### config.mk
export PLATFORM = sky130hd
export DESIGN_NAME = pmcc_clk_ctrl
export DESIGN_NICKNAME = d
export VERILOG_FILES = /design/src/logic/pmcc_prescaler.v /design/src/logic/pmcc_downcounter.v /design/src/logic/pmcc_clk_ctrl.v
export VERILOG_INCLUDE_DIRS = /design/src /design/src/logic
export SDC_FILE = /design/constraint.sdc
export NUM_CORES = 1
export LEC_CHECK = 0
export ABC_AREA = 1
export CAP_MARGIN = 5
export CORE_MARGIN = 5
export CORE_UTILIZATION = 30
export DETAILED_ROUTE_END_ITERATION = 12
export DONT_BUFFER_PORTS = 1
export PLACE_DENSITY = 0.41
export SLEW_MARGIN = 20
export SYNTH_ARGS = -nofsm -noshare
export SYNTH_HDL_FRONTEND = slang
export SYNTH_SLANG_ARGS = --single-unit
### constraint.sdc
create_clock -name clock -period 4.1 [get_ports clock]
set_input_delay 1.23 -clock clock [delete_from_list [all_inputs] [get_ports clock]]
set_output_delay 1.23 -clock clock [all_outputs]
set_load 0.1 [all_outputs]
### src/logic/pmcc_consts.vh
// Purpose: shared constants of the power management clock controller
// Assumes: included by every design file of the block
// Notes: definitions only
`ifndef PMCC_CONSTS_VH
`define PMCC_CONSTS_VH

// clock source select codes
`define PMCC_CSS_SLOW 2'h0
`define PMCC_CSS_MAIN 2'h1
`define PMCC_CSS_PLL 2'h3

// system clock word bit positions
`define PMCC_SYS_PROC 0
`define PMCC_SYS_USB 7
`define PMCC_SYS_PCK0 8
`define PMCC_SYS_W 11

// reset values
`define PMCC_PRESCALE_FIELD_RST 3'h0
`define PMCC_CSS_RST 2'h0
`define PMCC_DIV_RST 8'h00
`define PMCC_MUL_RST 11'h000
`define PMCC_USB_DIVIDER_FIELD_RST 2'h0

// oscillator start-up ticks every 8 slow clock cycles
`define PMCC_OSC_PRE_LAST 3'h7
// frequency measurement window in slow clock periods
`define PMCC_MEAS_PERIODS 5'h10

// prescale codes run 0..6, i.e. divide by 1..64
`define PMCC_PRESCALE_FIELD_MAX 3'h6
`define PMCC_PRESC_W 6

`endif

### src/logic/pmcc_prescaler.v
// Purpose: power-of-two divider of a sampled clock level, with a ready flag
// Assumes: source level is synchronous to clock; prescale_field 0..6 divides by 1..64
// Notes: restart clears the count and the ready flag
`timescale 1ns/1ps
`include "pmcc_consts.vh"

module pmcc_prescaler (
  input wire clock, // system clock
  input wire nrst, // async reset, active low
  input wire srcLvl, // sampled source clock level
  input wire [2:0] prescale_field, // divide by 2**prescale_field
  input wire restart, // restart divider
  output reg clkOut_r, // divided clock level
  output reg rdy_r // output follows programmed setting
);

  reg srcPrev_r;
  reg [`PMCC_PRESC_W-1:0] cnt_r;
  wire srcRise;
  wire [`PMCC_PRESC_W-1:0] mask;

  function [`PMCC_PRESC_W-1:0] presMask;
    input [2:0] p;
    begin
      presMask = ~({`PMCC_PRESC_W{1'b1}} << p);
    end
  endfunction

  assign srcRise = srcLvl & ~srcPrev_r;
  assign mask = presMask(prescale_field);

  always @(posedge clock or negedge nrst) begin
    if (!nrst) begin
      srcPrev_r <= 1'b0;
      cnt_r <= {`PMCC_PRESC_W{1'b0}};
      clkOut_r <= 1'b0;
      rdy_r <= 1'b0;
    end else begin
      srcPrev_r <= srcLvl;
      if (restart) begin
        cnt_r <= {`PMCC_PRESC_W{1'b0}};
        rdy_r <= 1'b0;
      end else if (srcRise) begin
        cnt_r <= cnt_r + 1'b1;
        if ((cnt_r & mask) == mask)
          rdy_r <= 1'b1;
      end
      // bit prescale_field-1 of the edge count toggles at source / 2**prescale_field
      if (prescale_field == 3'h0)
        clkOut_r <= srcLvl;
      else
        clkOut_r <= cnt_r[prescale_field - 3'h1];
    end
  end

endmodule // pmcc_prescaler

### src/logic/pmcc_downcounter.v
// Purpose: loadable down counter that raises a done flag at its end
// Assumes: tick is a one-cycle pulse
// Notes: a load of N gives done after N ticks, 0 after the first tick
`timescale 1ns/1ps
`include "pmcc_consts.vh"

module pmcc_downcounter #(
  parameter W = 8 // counter width
) (
  input wire clock, // system clock
  input wire nrst, // async reset, active low
  input wire load, // start counting from loadVal
  input wire [W-1:0] loadVal, // start value
  input wire tick, // count pulse
  input wire abort, // stop and clear done
  output reg done_r // count has run out
);

  reg [W-1:0] cnt_r;
  reg run_r;

  always @(posedge clock or negedge nrst) begin
    if (!nrst) begin
      cnt_r <= {W{1'b0}};
      run_r <= 1'b0;
      done_r <= 1'b0;
    end else if (abort) begin
      run_r <= 1'b0;
      done_r <= 1'b0;
    end else if (load) begin
      cnt_r <= loadVal;
      run_r <= 1'b1;
      done_r <= 1'b0;
    end else if (run_r && tick) begin
      if (cnt_r <= {{(W-1){1'b0}}, 1'b1}) begin
        run_r <= 1'b0;
        done_r <= 1'b1;
      end else begin
        cnt_r <= cnt_r - 1'b1;
      end
    end
  end

endmodule // pmcc_downcounter

### src/logic/pmcc_clk_ctrl.v
// Purpose: clock selection, gating and start-up sequencing of the controller
// Assumes: source clocks arrive as levels synchronous to clock; writes are strobes
// Notes: clock outputs are registered levels of the gated, divided sources
`timescale 1ns/1ps
`include "pmcc_consts.vh"

module pmcc_clk_ctrl #(
  parameter PERIPH_N = 32, // peripheral clock count
  parameter PCK_N = 3, // programmable clock outputs
  parameter MEAS_W = 16 // frequency count width
) (
  input wire clock, // system clock, 20 MHz
  input wire nrst, // async reset, active low
  input wire slowClkIn, // sampled slow clock level
  input wire mainClkIn, // sampled main oscillator level
  input wire pllClkIn, // sampled PLL output level
  input wire mckrWr, // master clock register write strobe
  input wire [1:0] mckrCss, // master source select
  input wire [2:0] mckrPres, // master prescale code
  input wire scerWr, // system clock enable write strobe
  input wire scdrWr, // system clock disable write strobe
  input wire [`PMCC_SYS_W-1:0] sysData, // system clock write data
  input wire pcerWr, // peripheral enable write strobe
  input wire pcdrWr, // peripheral disable write strobe
  input wire [PERIPH_N-1:0] periphData, // peripheral write data
  input wire [PCK_N-1:0] pckWr, // programmable clock register write strobes
  input wire [1:0] pckCss, // programmable source select
  input wire [2:0] pckPres, // programmable prescale code
  input wire morWr, // main oscillator register write strobe
  input wire oscEnable, // oscillator enable bit
  input wire [7:0] oscStartupCount, // start-up count
  input wire pllrWr, // PLL register write strobe
  input wire [7:0] pllDivide, // PLL input divider
  input wire [10:0] pllMultiplier, // PLL multiplier
  input wire [5:0] pllSettleCount, // lock wait in slow cycles
  input wire [1:0] usbDivider, // USB divider code
  input wire irqWake, // enabled fast or normal interrupt pending
  input wire instrDone, // processor finishing its current instruction
  output reg masterClk_r, // master clock
  output reg processorClk_r, // processor clock
  output reg usbDeviceClk_r, // USB device clock
  output reg [PERIPH_N-1:0] periphClk_r, // peripheral clocks
  output reg [PCK_N-1:0] progClkOut_r, // programmable clock pins
  output wire [`PMCC_SYS_W-1:0] sysClkStatus, // system clock status word
  output reg [PERIPH_N-1:0] periphEn_r, // peripheral clock status
  output reg masterReady_r, // master clock ready flag
  output wire oscStable, // oscillator stable flag
  output wire pllLock, // PLL lock flag
  output reg [PCK_N-1:0] pckReady_r, // programmable clock ready flags
  output reg freqMeasReady_r, // frequency measurement ready
  output reg [MEAS_W-1:0] freqMeasCount_r, // main cycles in window
  output reg oscOn_r, // oscillator power enable
  output reg [7:0] pllDiv_r, // PLL divider setting
  output reg [10:0] pllMul_r, // PLL multiplier setting
  output wire pllOn // PLL running
);

  localparam MS_IDLE = 3'h1;
  localparam MS_ARM = 3'h2;
  localparam MS_COUNT = 3'h4;

  reg [1:0] mCss_r;
  reg [2:0] mPres_r;
  reg procEn_r;
  reg stopPending_r;
  reg usbEn_r;
  reg [PCK_N-1:0] pckEn_r;
  reg [2*PCK_N-1:0] pckCss_r;
  reg [3*PCK_N-1:0] pckPres_r;
  reg [1:0] usb_divider_field_r;
  reg slowPrev_r;
  reg mainPrev_r;
  reg [2:0] oscPre_r;
  reg [2:0] measState_r;
  reg [2:0] measState_nxt;
  reg [4:0] measFalls_r;
  reg masterReady_nxt;
  wire slowRise;
  wire slowFall;
  wire mainRise;
  wire oscTick;
  wire pllCfgOn;
  wire [1:0] mSrcSel;
  wire mPresClk;
  wire mPresRdy;
  wire usbPresClk;
  wire [PCK_N-1:0] pckPresClk;
  wire [PCK_N-1:0] pckPresRdy;
  wire [PERIPH_N-1:0] periphEn_nxt;
  wire pllGated;

  // source multiplexer shared by master and programmable clocks
  function srcPick;
    input [1:0] clk_source_select;
    input s;
    input m;
    input p;
    begin
      case (clk_source_select)
        `PMCC_CSS_MAIN: srcPick = m;
        `PMCC_CSS_PLL: srcPick = p;
        default: srcPick = s;
      endcase
    end
  endfunction

  assign slowRise = slowClkIn & ~slowPrev_r;
  assign slowFall = ~slowClkIn & slowPrev_r;
  assign mainRise = mainClkIn & ~mainPrev_r;

  always @(posedge clock or negedge nrst) begin
    if (!nrst) begin
      slowPrev_r <= 1'b0;
      mainPrev_r <= 1'b0;
    end else begin
      slowPrev_r <= slowClkIn;
      mainPrev_r <= mainClkIn;
    end
  end

  // main oscillator: start-up counted at slow clock / 8
  assign oscTick = slowRise & (oscPre_r == `PMCC_OSC_PRE_LAST);

  always @(posedge clock or negedge nrst) begin
    if (!nrst) begin
      oscOn_r <= 1'b0;
      oscPre_r <= 3'h0;
    end else begin
      if (morWr)
        oscOn_r <= oscEnable;
      if (morWr && oscEnable)
        oscPre_r <= 3'h0;
      else if (slowRise)
        oscPre_r <= oscPre_r + 3'h1;
    end
  end

  pmcc_downcounter #(.W(8)) uOscCnt (
    .clock(clock),
    .nrst(nrst),
    .load(morWr & oscEnable),
    .loadVal(oscStartupCount),
    .tick(oscTick),
    .abort(morWr & ~oscEnable),
    .done_r(oscStable)
  );

  // frequency measurement: starts on slow rise after stable, ends at 16th fall
  always @* begin
    measState_nxt = measState_r;
    case (measState_r)
      MS_IDLE: if (oscStable && !freqMeasReady_r) measState_nxt = MS_ARM;
      MS_ARM: if (slowRise) measState_nxt = MS_COUNT;
      MS_COUNT: if (slowFall && measFalls_r == `PMCC_MEAS_PERIODS - 5'h1) measState_nxt = MS_IDLE;
      default: measState_nxt = MS_IDLE;
    endcase
    if (!oscStable)
      measState_nxt = MS_IDLE;
  end

  always @(posedge clock or negedge nrst) begin
    if (!nrst) begin
      measState_r <= MS_IDLE;
      measFalls_r <= 5'h0;
      freqMeasCount_r <= {MEAS_W{1'b0}};
      freqMeasReady_r <= 1'b0;
    end else begin
      measState_r <= measState_nxt;
      if (!oscStable)
        freqMeasReady_r <= 1'b0;
      else if (measState_r == MS_COUNT && measState_nxt == MS_IDLE)
        freqMeasReady_r <= 1'b1;
      if (measState_r == MS_ARM) begin
        measFalls_r <= 5'h0;
        freqMeasCount_r <= {MEAS_W{1'b0}};
      end else if (measState_r == MS_COUNT) begin
        if (mainRise)
          freqMeasCount_r <= freqMeasCount_r + 1'b1;
        if (slowFall)
          measFalls_r <= measFalls_r + 5'h1;
      end
    end
  end

  // PLL divider and multiplier; zero in either turns the PLL off
  assign pllCfgOn = (pllDivide != `PMCC_DIV_RST) && (pllMultiplier != `PMCC_MUL_RST);
  assign pllOn = (pllDiv_r != `PMCC_DIV_RST) && (pllMul_r != `PMCC_MUL_RST);

  always @(posedge clock or negedge nrst) begin
    if (!nrst) begin
      pllDiv_r <= `PMCC_DIV_RST;
      pllMul_r <= `PMCC_MUL_RST;
      usb_divider_field_r <= `PMCC_USB_DIVIDER_FIELD_RST;
    end else if (pllrWr) begin
      pllDiv_r <= pllDivide;
      pllMul_r <= pllMultiplier;
      usb_divider_field_r <= usbDivider;
    end
  end

  // every write with the PLL on restarts the settle count and drops lock
  pmcc_downcounter #(.W(6)) uPllCnt (
    .clock(clock),
    .nrst(nrst),
    .load(pllrWr & pllCfgOn),
    .loadVal(pllSettleCount),
    .tick(slowRise),
    .abort(pllrWr & ~pllCfgOn),
    .done_r(pllLock)
  );

  assign pllGated = pllClkIn & pllLock;

  // master clock: selector then prescaler; PLL falls back to main while unlocked
  always @(posedge clock or negedge nrst) begin
    if (!nrst) begin
      mCss_r <= `PMCC_CSS_RST;
      mPres_r <= `PMCC_PRESCALE_FIELD_RST;
    end else if (mckrWr) begin
      mCss_r <= mckrCss;
      mPres_r <= (mckrPres > `PMCC_PRESCALE_FIELD_MAX) ? `PMCC_PRESCALE_FIELD_MAX : mckrPres;
    end
  end

  assign mSrcSel = (mCss_r == `PMCC_CSS_PLL && !pllLock) ? `PMCC_CSS_MAIN : mCss_r;

  pmcc_prescaler uMasterPres (
    .clock(clock),
    .nrst(nrst),
    .srcLvl(srcPick(mSrcSel, slowClkIn, mainClkIn, pllGated)),
    .prescale_field(mPres_r),
    .restart(mckrWr),
    .clkOut_r(mPresClk),
    .rdy_r(mPresRdy)
  );

  always @* begin
    masterReady_nxt = masterReady_r;
    if (mckrWr)
      masterReady_nxt = 1'b0;
    else if (mCss_r == `PMCC_CSS_PLL && !pllLock)
      masterReady_nxt = 1'b0;
    else if (mPresRdy)
      masterReady_nxt = 1'b1;
  end

  // processor clock: idle stop waits for instruction end, wake on interrupt
  always @(posedge clock or negedge nrst) begin
    if (!nrst) begin
      procEn_r <= 1'b1;
      stopPending_r <= 1'b0;
    end else if ((scerWr && sysData[`PMCC_SYS_PROC]) || irqWake) begin
      procEn_r <= 1'b1;
      stopPending_r <= 1'b0;
    end else if (scdrWr && sysData[`PMCC_SYS_PROC]) begin
      stopPending_r <= 1'b1;
    end else if (stopPending_r && instrDone) begin
      procEn_r <= 1'b0;
      stopPending_r <= 1'b0;
    end
  end

  // USB device clock and programmable clock enables; zero bits have no effect
  always @(posedge clock or negedge nrst) begin
    if (!nrst) begin
      usbEn_r <= 1'b0;
      pckEn_r <= {PCK_N{1'b0}};
    end else begin
      if (scerWr && sysData[`PMCC_SYS_USB])
        usbEn_r <= 1'b1;
      else if (scdrWr && sysData[`PMCC_SYS_USB])
        usbEn_r <= 1'b0;
      if (scerWr)
        pckEn_r <= pckEn_r | sysData[`PMCC_SYS_PCK0 +: PCK_N];
      else if (scdrWr)
        pckEn_r <= pckEn_r & ~sysData[`PMCC_SYS_PCK0 +: PCK_N];
    end
  end

  assign sysClkStatus = {pckEn_r, usbEn_r, 6'h00, procEn_r};

  pmcc_prescaler uUsbPres (
    .clock(clock),
    .nrst(nrst),
    .srcLvl(pllGated),
    .prescale_field({1'b0, usb_divider_field_r}),
    .restart(pllrWr),
    .clkOut_r(usbPresClk),
    .rdy_r()
  );

  // peripheral clocks: bit i gates peripheral identifier i
  assign periphEn_nxt = pcerWr ? (periphEn_r | periphData) :
                        pcdrWr ? (periphEn_r & ~periphData) : periphEn_r;

  // programmable clock outputs, one prescaler each
  genvar gi;
  generate
    for (gi = 0; gi < PCK_N; gi = gi + 1) begin : gPck
      always @(posedge clock or negedge nrst) begin
        if (!nrst) begin
          pckCss_r[2*gi +: 2] <= `PMCC_CSS_RST;
          pckPres_r[3*gi +: 3] <= `PMCC_PRESCALE_FIELD_RST;
        end else if (pckWr[gi]) begin
          pckCss_r[2*gi +: 2] <= pckCss;
          pckPres_r[3*gi +: 3] <= (pckPres > `PMCC_PRESCALE_FIELD_MAX) ? `PMCC_PRESCALE_FIELD_MAX : pckPres;
        end
      end

      pmcc_prescaler uPckPres (
        .clock(clock),
        .nrst(nrst),
        .srcLvl(srcPick(pckCss_r[2*gi +: 2], slowClkIn, mainClkIn, pllGated)),
        .prescale_field(pckPres_r[3*gi +: 3]),
        .restart(pckWr[gi] | ~pckEn_r[gi]),
        .clkOut_r(pckPresClk[gi]),
        .rdy_r(pckPresRdy[gi])
      );
    end
  endgenerate

  // registered gated clock outputs and ready flags
  always @(posedge clock or negedge nrst) begin
    if (!nrst) begin
      masterClk_r <= 1'b0;
      processorClk_r <= 1'b0;
      usbDeviceClk_r <= 1'b0;
      periphClk_r <= {PERIPH_N{1'b0}};
      periphEn_r <= {PERIPH_N{1'b0}};
      progClkOut_r <= {PCK_N{1'b0}};
      pckReady_r <= {PCK_N{1'b0}};
      masterReady_r <= 1'b0;
    end else begin
      masterReady_r <= masterReady_nxt;
      masterClk_r <= mPresClk;
      processorClk_r <= mPresClk & procEn_r;
      usbDeviceClk_r <= usbPresClk & usbEn_r;
      periphEn_r <= periphEn_nxt;
      periphClk_r <= {PERIPH_N{mPresClk}} & periphEn_nxt;
      progClkOut_r <= pckPresClk & pckEn_r;
      // a disable write drops ready in the same cycle as the status bit
      pckReady_r <= pckPresRdy & pckEn_r & ~pckWr &
                    ~({PCK_N{scdrWr & ~scerWr}} & sysData[`PMCC_SYS_PCK0 +: PCK_N]);
    end
  end

endmodule // pmcc_clk_ctrl

==> results.sh <==
export IMPL_routed_wl_mm=26.4
export IMPL_cts_hold_buf=0
export IMPL_power_switching_share_pct=37.6
export IMPL_synth_ff_type="dfrtp_1"
export IMPL_cts_buffers=27
export IMPL_path_clk_slew_ps=60
export IMPL_area_growth_pct=14.2
export IMPL_worstPathArrival_ps=2280
export IMPL_syn_mean_instance_area_um2=8.12
export IMPL_multiInputGateArea_mm2=0.00427
export IMPL_fin_crit_sh_pct=85.7
export IMPL_drive_gt1_share_pct=7.08
export IMPL_htree_levels=1
export IMPL_routedWlPerCell_um=15.1
export IMPL_clkPwrFrac_pct=37.9
export IMPL_min_path_type="input port to asynchronous set/reset pin"
export IMPL_clockBufferDepth=3
export IMPL_synthTopCellsByArea="dfrtp_1 51%, nand2_1 14%, inv_1 4.9%, nand3_1 4.8%, o21ai_0 3.9%"
export IMPL_cts_resized=0
export IMPL_synth_area_mm2=0.0103
export IMPL_critical_path_class="flop to output pin"
export IMPL_yosysSeqAreaShare_pct=51.8
export IMPL_max_freq_ghz=0.285
export IMPL_post_route_min_period_ps=3510
export IMPL_busiest_layer="met2"
export IMPL_synth_largest_area_cell="dfrtp_1"
export IMPL_gr_total_overflow=0
export IMPL_final_common_cell="nand2_1"
export IMPL_peakVddDrop_mv=0.292
export IMPL_fillers=3527
export IMPL_dr_pass1_iters=5
export IMPL_power_frac_seq_pct=51.2
export IMPL_numPortBuffers=0
export IMPL_final_area_mm2=0.0117
export IMPL_crit_fanout=3
export IMPL_via_per_inst=4.67
export IMPL_gr_usage_met1_pct=18.2
export IMPL_grt_usage_pct=13.7
export IMPL_p_leak_nw=5.81
export IMPL_placed_area_mm2=0.0108
export IMPL_clock_latency_ps=540
export IMPL_p_per_area_mw_per_mm2=546
export IMPL_finalCoreUtilization_pct=34.8
export IMPL_drc=0
export IMPL_gp_congestion=0.786
export IMPL_antenna_found_initial=0
export IMPL_tightest_slew_ps=1070
export IMPL_internal_power_w=0.00399
export IMPL_vias=8163
export IMPL_cp_end_kind="output pin"
export IMPL_die_x_um=195
export IMPL_grt_pass1_wl_mm=43.8
export IMPL_core_mm2=0.0336
export IMPL_nNetsFinal=1417
export IMPL_startpoint_type="flop"
export IMPL_start_util_pct=30.5
export IMPL_seq_area_mm2=0.00531
export IMPL_rsz0062_at_grt="false"
export IMPL_yosysWarnings=0
export IMPL_clockRootBuffer="clkbuf_16"
export IMPL_fin_tns_setup_ps=0
export IMPL_combPwrFrac_pct=11.0
export IMPL_met2_usage_pct=22.3
export IMPL_setup_violations=0
export IMPL_hold_viol_final=0
export IMPL_die_area_mm2=0.0380
export IMPL_synthArstFlopShare_pct=100
export IMPL_ys_seq_elements=212
export IMPL_status="finished, final reports clean"
export IMPL_ys_types=41
export IMPL_chipHeight_um=195
export IMPL_drv_cap=0
export IMPL_relSlewSlack_pct=28.8
export IMPL_syn_inst=1263
export IMPL_fp_row_count=67
export IMPL_yosys_area_top_type_share_pct=51.2
export IMPL_drtAntennaViolNets=0
export IMPL_cts_sinks=212
export IMPL_synth_edf_count=0
export IMPL_grt_pass1_vias=8103
export IMPL_p_switching_w=0.00240
export IMPL_num_io_pins=231
export IMPL_skew_ps=13.7
export IMPL_r2r_slack_ps=1750
export IMPL_critPathRequiredTime_ps=2870
export IMPL_postCtsSetupRepairBufs=0
export IMPL_final_cell_mix="396 x nand2_1, 210 x dfrtp_1, 133 x inv_1"
export IMPL_drtIter0Drc=314
export IMPL_tritoncts="yes"
export IMPL_drv_slew=0
export IMPL_dp_hpwl_mm=18.3
export IMPL_grt_max_degree=213
export IMPL_use_met3_pct=4.10
## worst paths after layout
check                                                from                   endpoint  cells after the start
worst min register to register  gPck[2].uPckPres.clkOut_r            progClkOut_r[2]                      2
worst max-delay path                          pllMul_r[4]                      pllOn                      3
worst min-delay path                                 nrst            periphClk_r[14]                      0
max in group asynchronous                            nrst                   procEn_r                      0
min in group clock              gPck[2].uPckPres.clkOut_r            progClkOut_r[2]                      2
worst max register to register                       flop  gPck[2].uPckPres.cnt_r[4]                      6
## cell usage after synthesis (4+ instances only)
library cell and count:
nand3b_1 6, dfrtp_1 210, inv_1 133, buf_2 8
o22ai_1 4, nor3_1 10, nand4_1 29, xor2_1 18
a21oi_1 59, nand2_2 9, o21ai_1 8, ha_1 31
nand2_1 396, o21ai_0 80, nand3_1 98, nor2_1 99
clkbuf_1 19, or2_2 4, buf_4 9
## final cells by class
type | count | share of cell area, %
diodes | 1 | 0.0214
clock buffers | 38 | 6.55
clock inverters | 10 | 1.19
inverters | 135 | 4.35
multi-input cells | 884 | 36.5
flip-flops and latches | 212 | 45.3
well taps | 448 | 4.79
repair buffers | 20 | 1.28
## flip-flops by register name (all words and copies together) (netlist names), 3 cells and up, named ones only
signal,cells
freqMeasCount_r,16
gPck.uPckPres.clkOut_r,3
gPck.uPckPres.cnt_r,18
gPck.uPckPres.rdy_r,3
gPck.uPckPres.srcPrev_r,3
mPres_r,3
measFalls_r,5
measState_r,3
oscPre_r,3
pckCss_r,6
pckPres_r,9
pckReady_r,3
periphClk_r,32
periphEn_r,32
pllDiv_r,8
pllMul_r,11
progClkOut_r,3
uMasterPres.cnt_r,6
uOscCnt.cnt_r,8
uPllCnt.cnt_r,6
uUsbPres.cnt_r,4
## power groups by stage
| stage | Combinational (W) | Sequential [W] | Clock (W) |
|---|---|---|---|
| after floorplan | 0.000503 | 0.00335 | 0 |
| after global placement | 0.000707 | 0.00331 | 0 |
| after detailed placement | 0.000710 | 0.00331 | 0 |
| after CTS | 0.000715 | 0.00327 | 0.00253 |
| after global routing | 0.000810 | 0.00330 | 0.00262 |
| final | 0.000702 | 0.00327 | 0.00242 |
## kinds of logic after synthesis
group,share of synthesized area (%)
other,0.0366
xor gates and xnor gates,1.62
buffers and inverters,6.82
DFF,51.8
AOI/OAI and AO/OA,8.57
muxes,0.220
and+or+nand+nor,27.2
adders and majority gates,3.78
## per-layer routing
metal  wire length (um)  vias to the layer above  share of wire [%]
met5                  0                        -                  0
met4                475                        0                1.8
met3               2070                       35                7.8
met2              12100                      203                 46
met1              11800                     3832                 45
li1                   -                     4093                  -
## worst max-delay path, stage by stage, from the launching register on
cell	delay [ps]
dfrtp_1	750
nor4_1	600
a31oi_2	140
buf_4	260
## stage by stage
| step | hold slack (ps) | setup slack (ps) | instances | total power [W] |
|---|---|---|---|---|
| finish | 386 | 588 | 1748 | 0.00639 |
| CTS | 345 | 563 | 1747 | 0.00652 |
| detailed placement | 426 | 1160 | 1699 | 0.00402 |
| global route | 334 | 543 | 1747 | 0.00673 |
| global placement | 407 | 1150 | 1699 | 0.00402 |
| floorplan | 374 | 91.0 | 1268 | 0.00385 |
No activity file was read; power rests on OpenSTA's default activity.
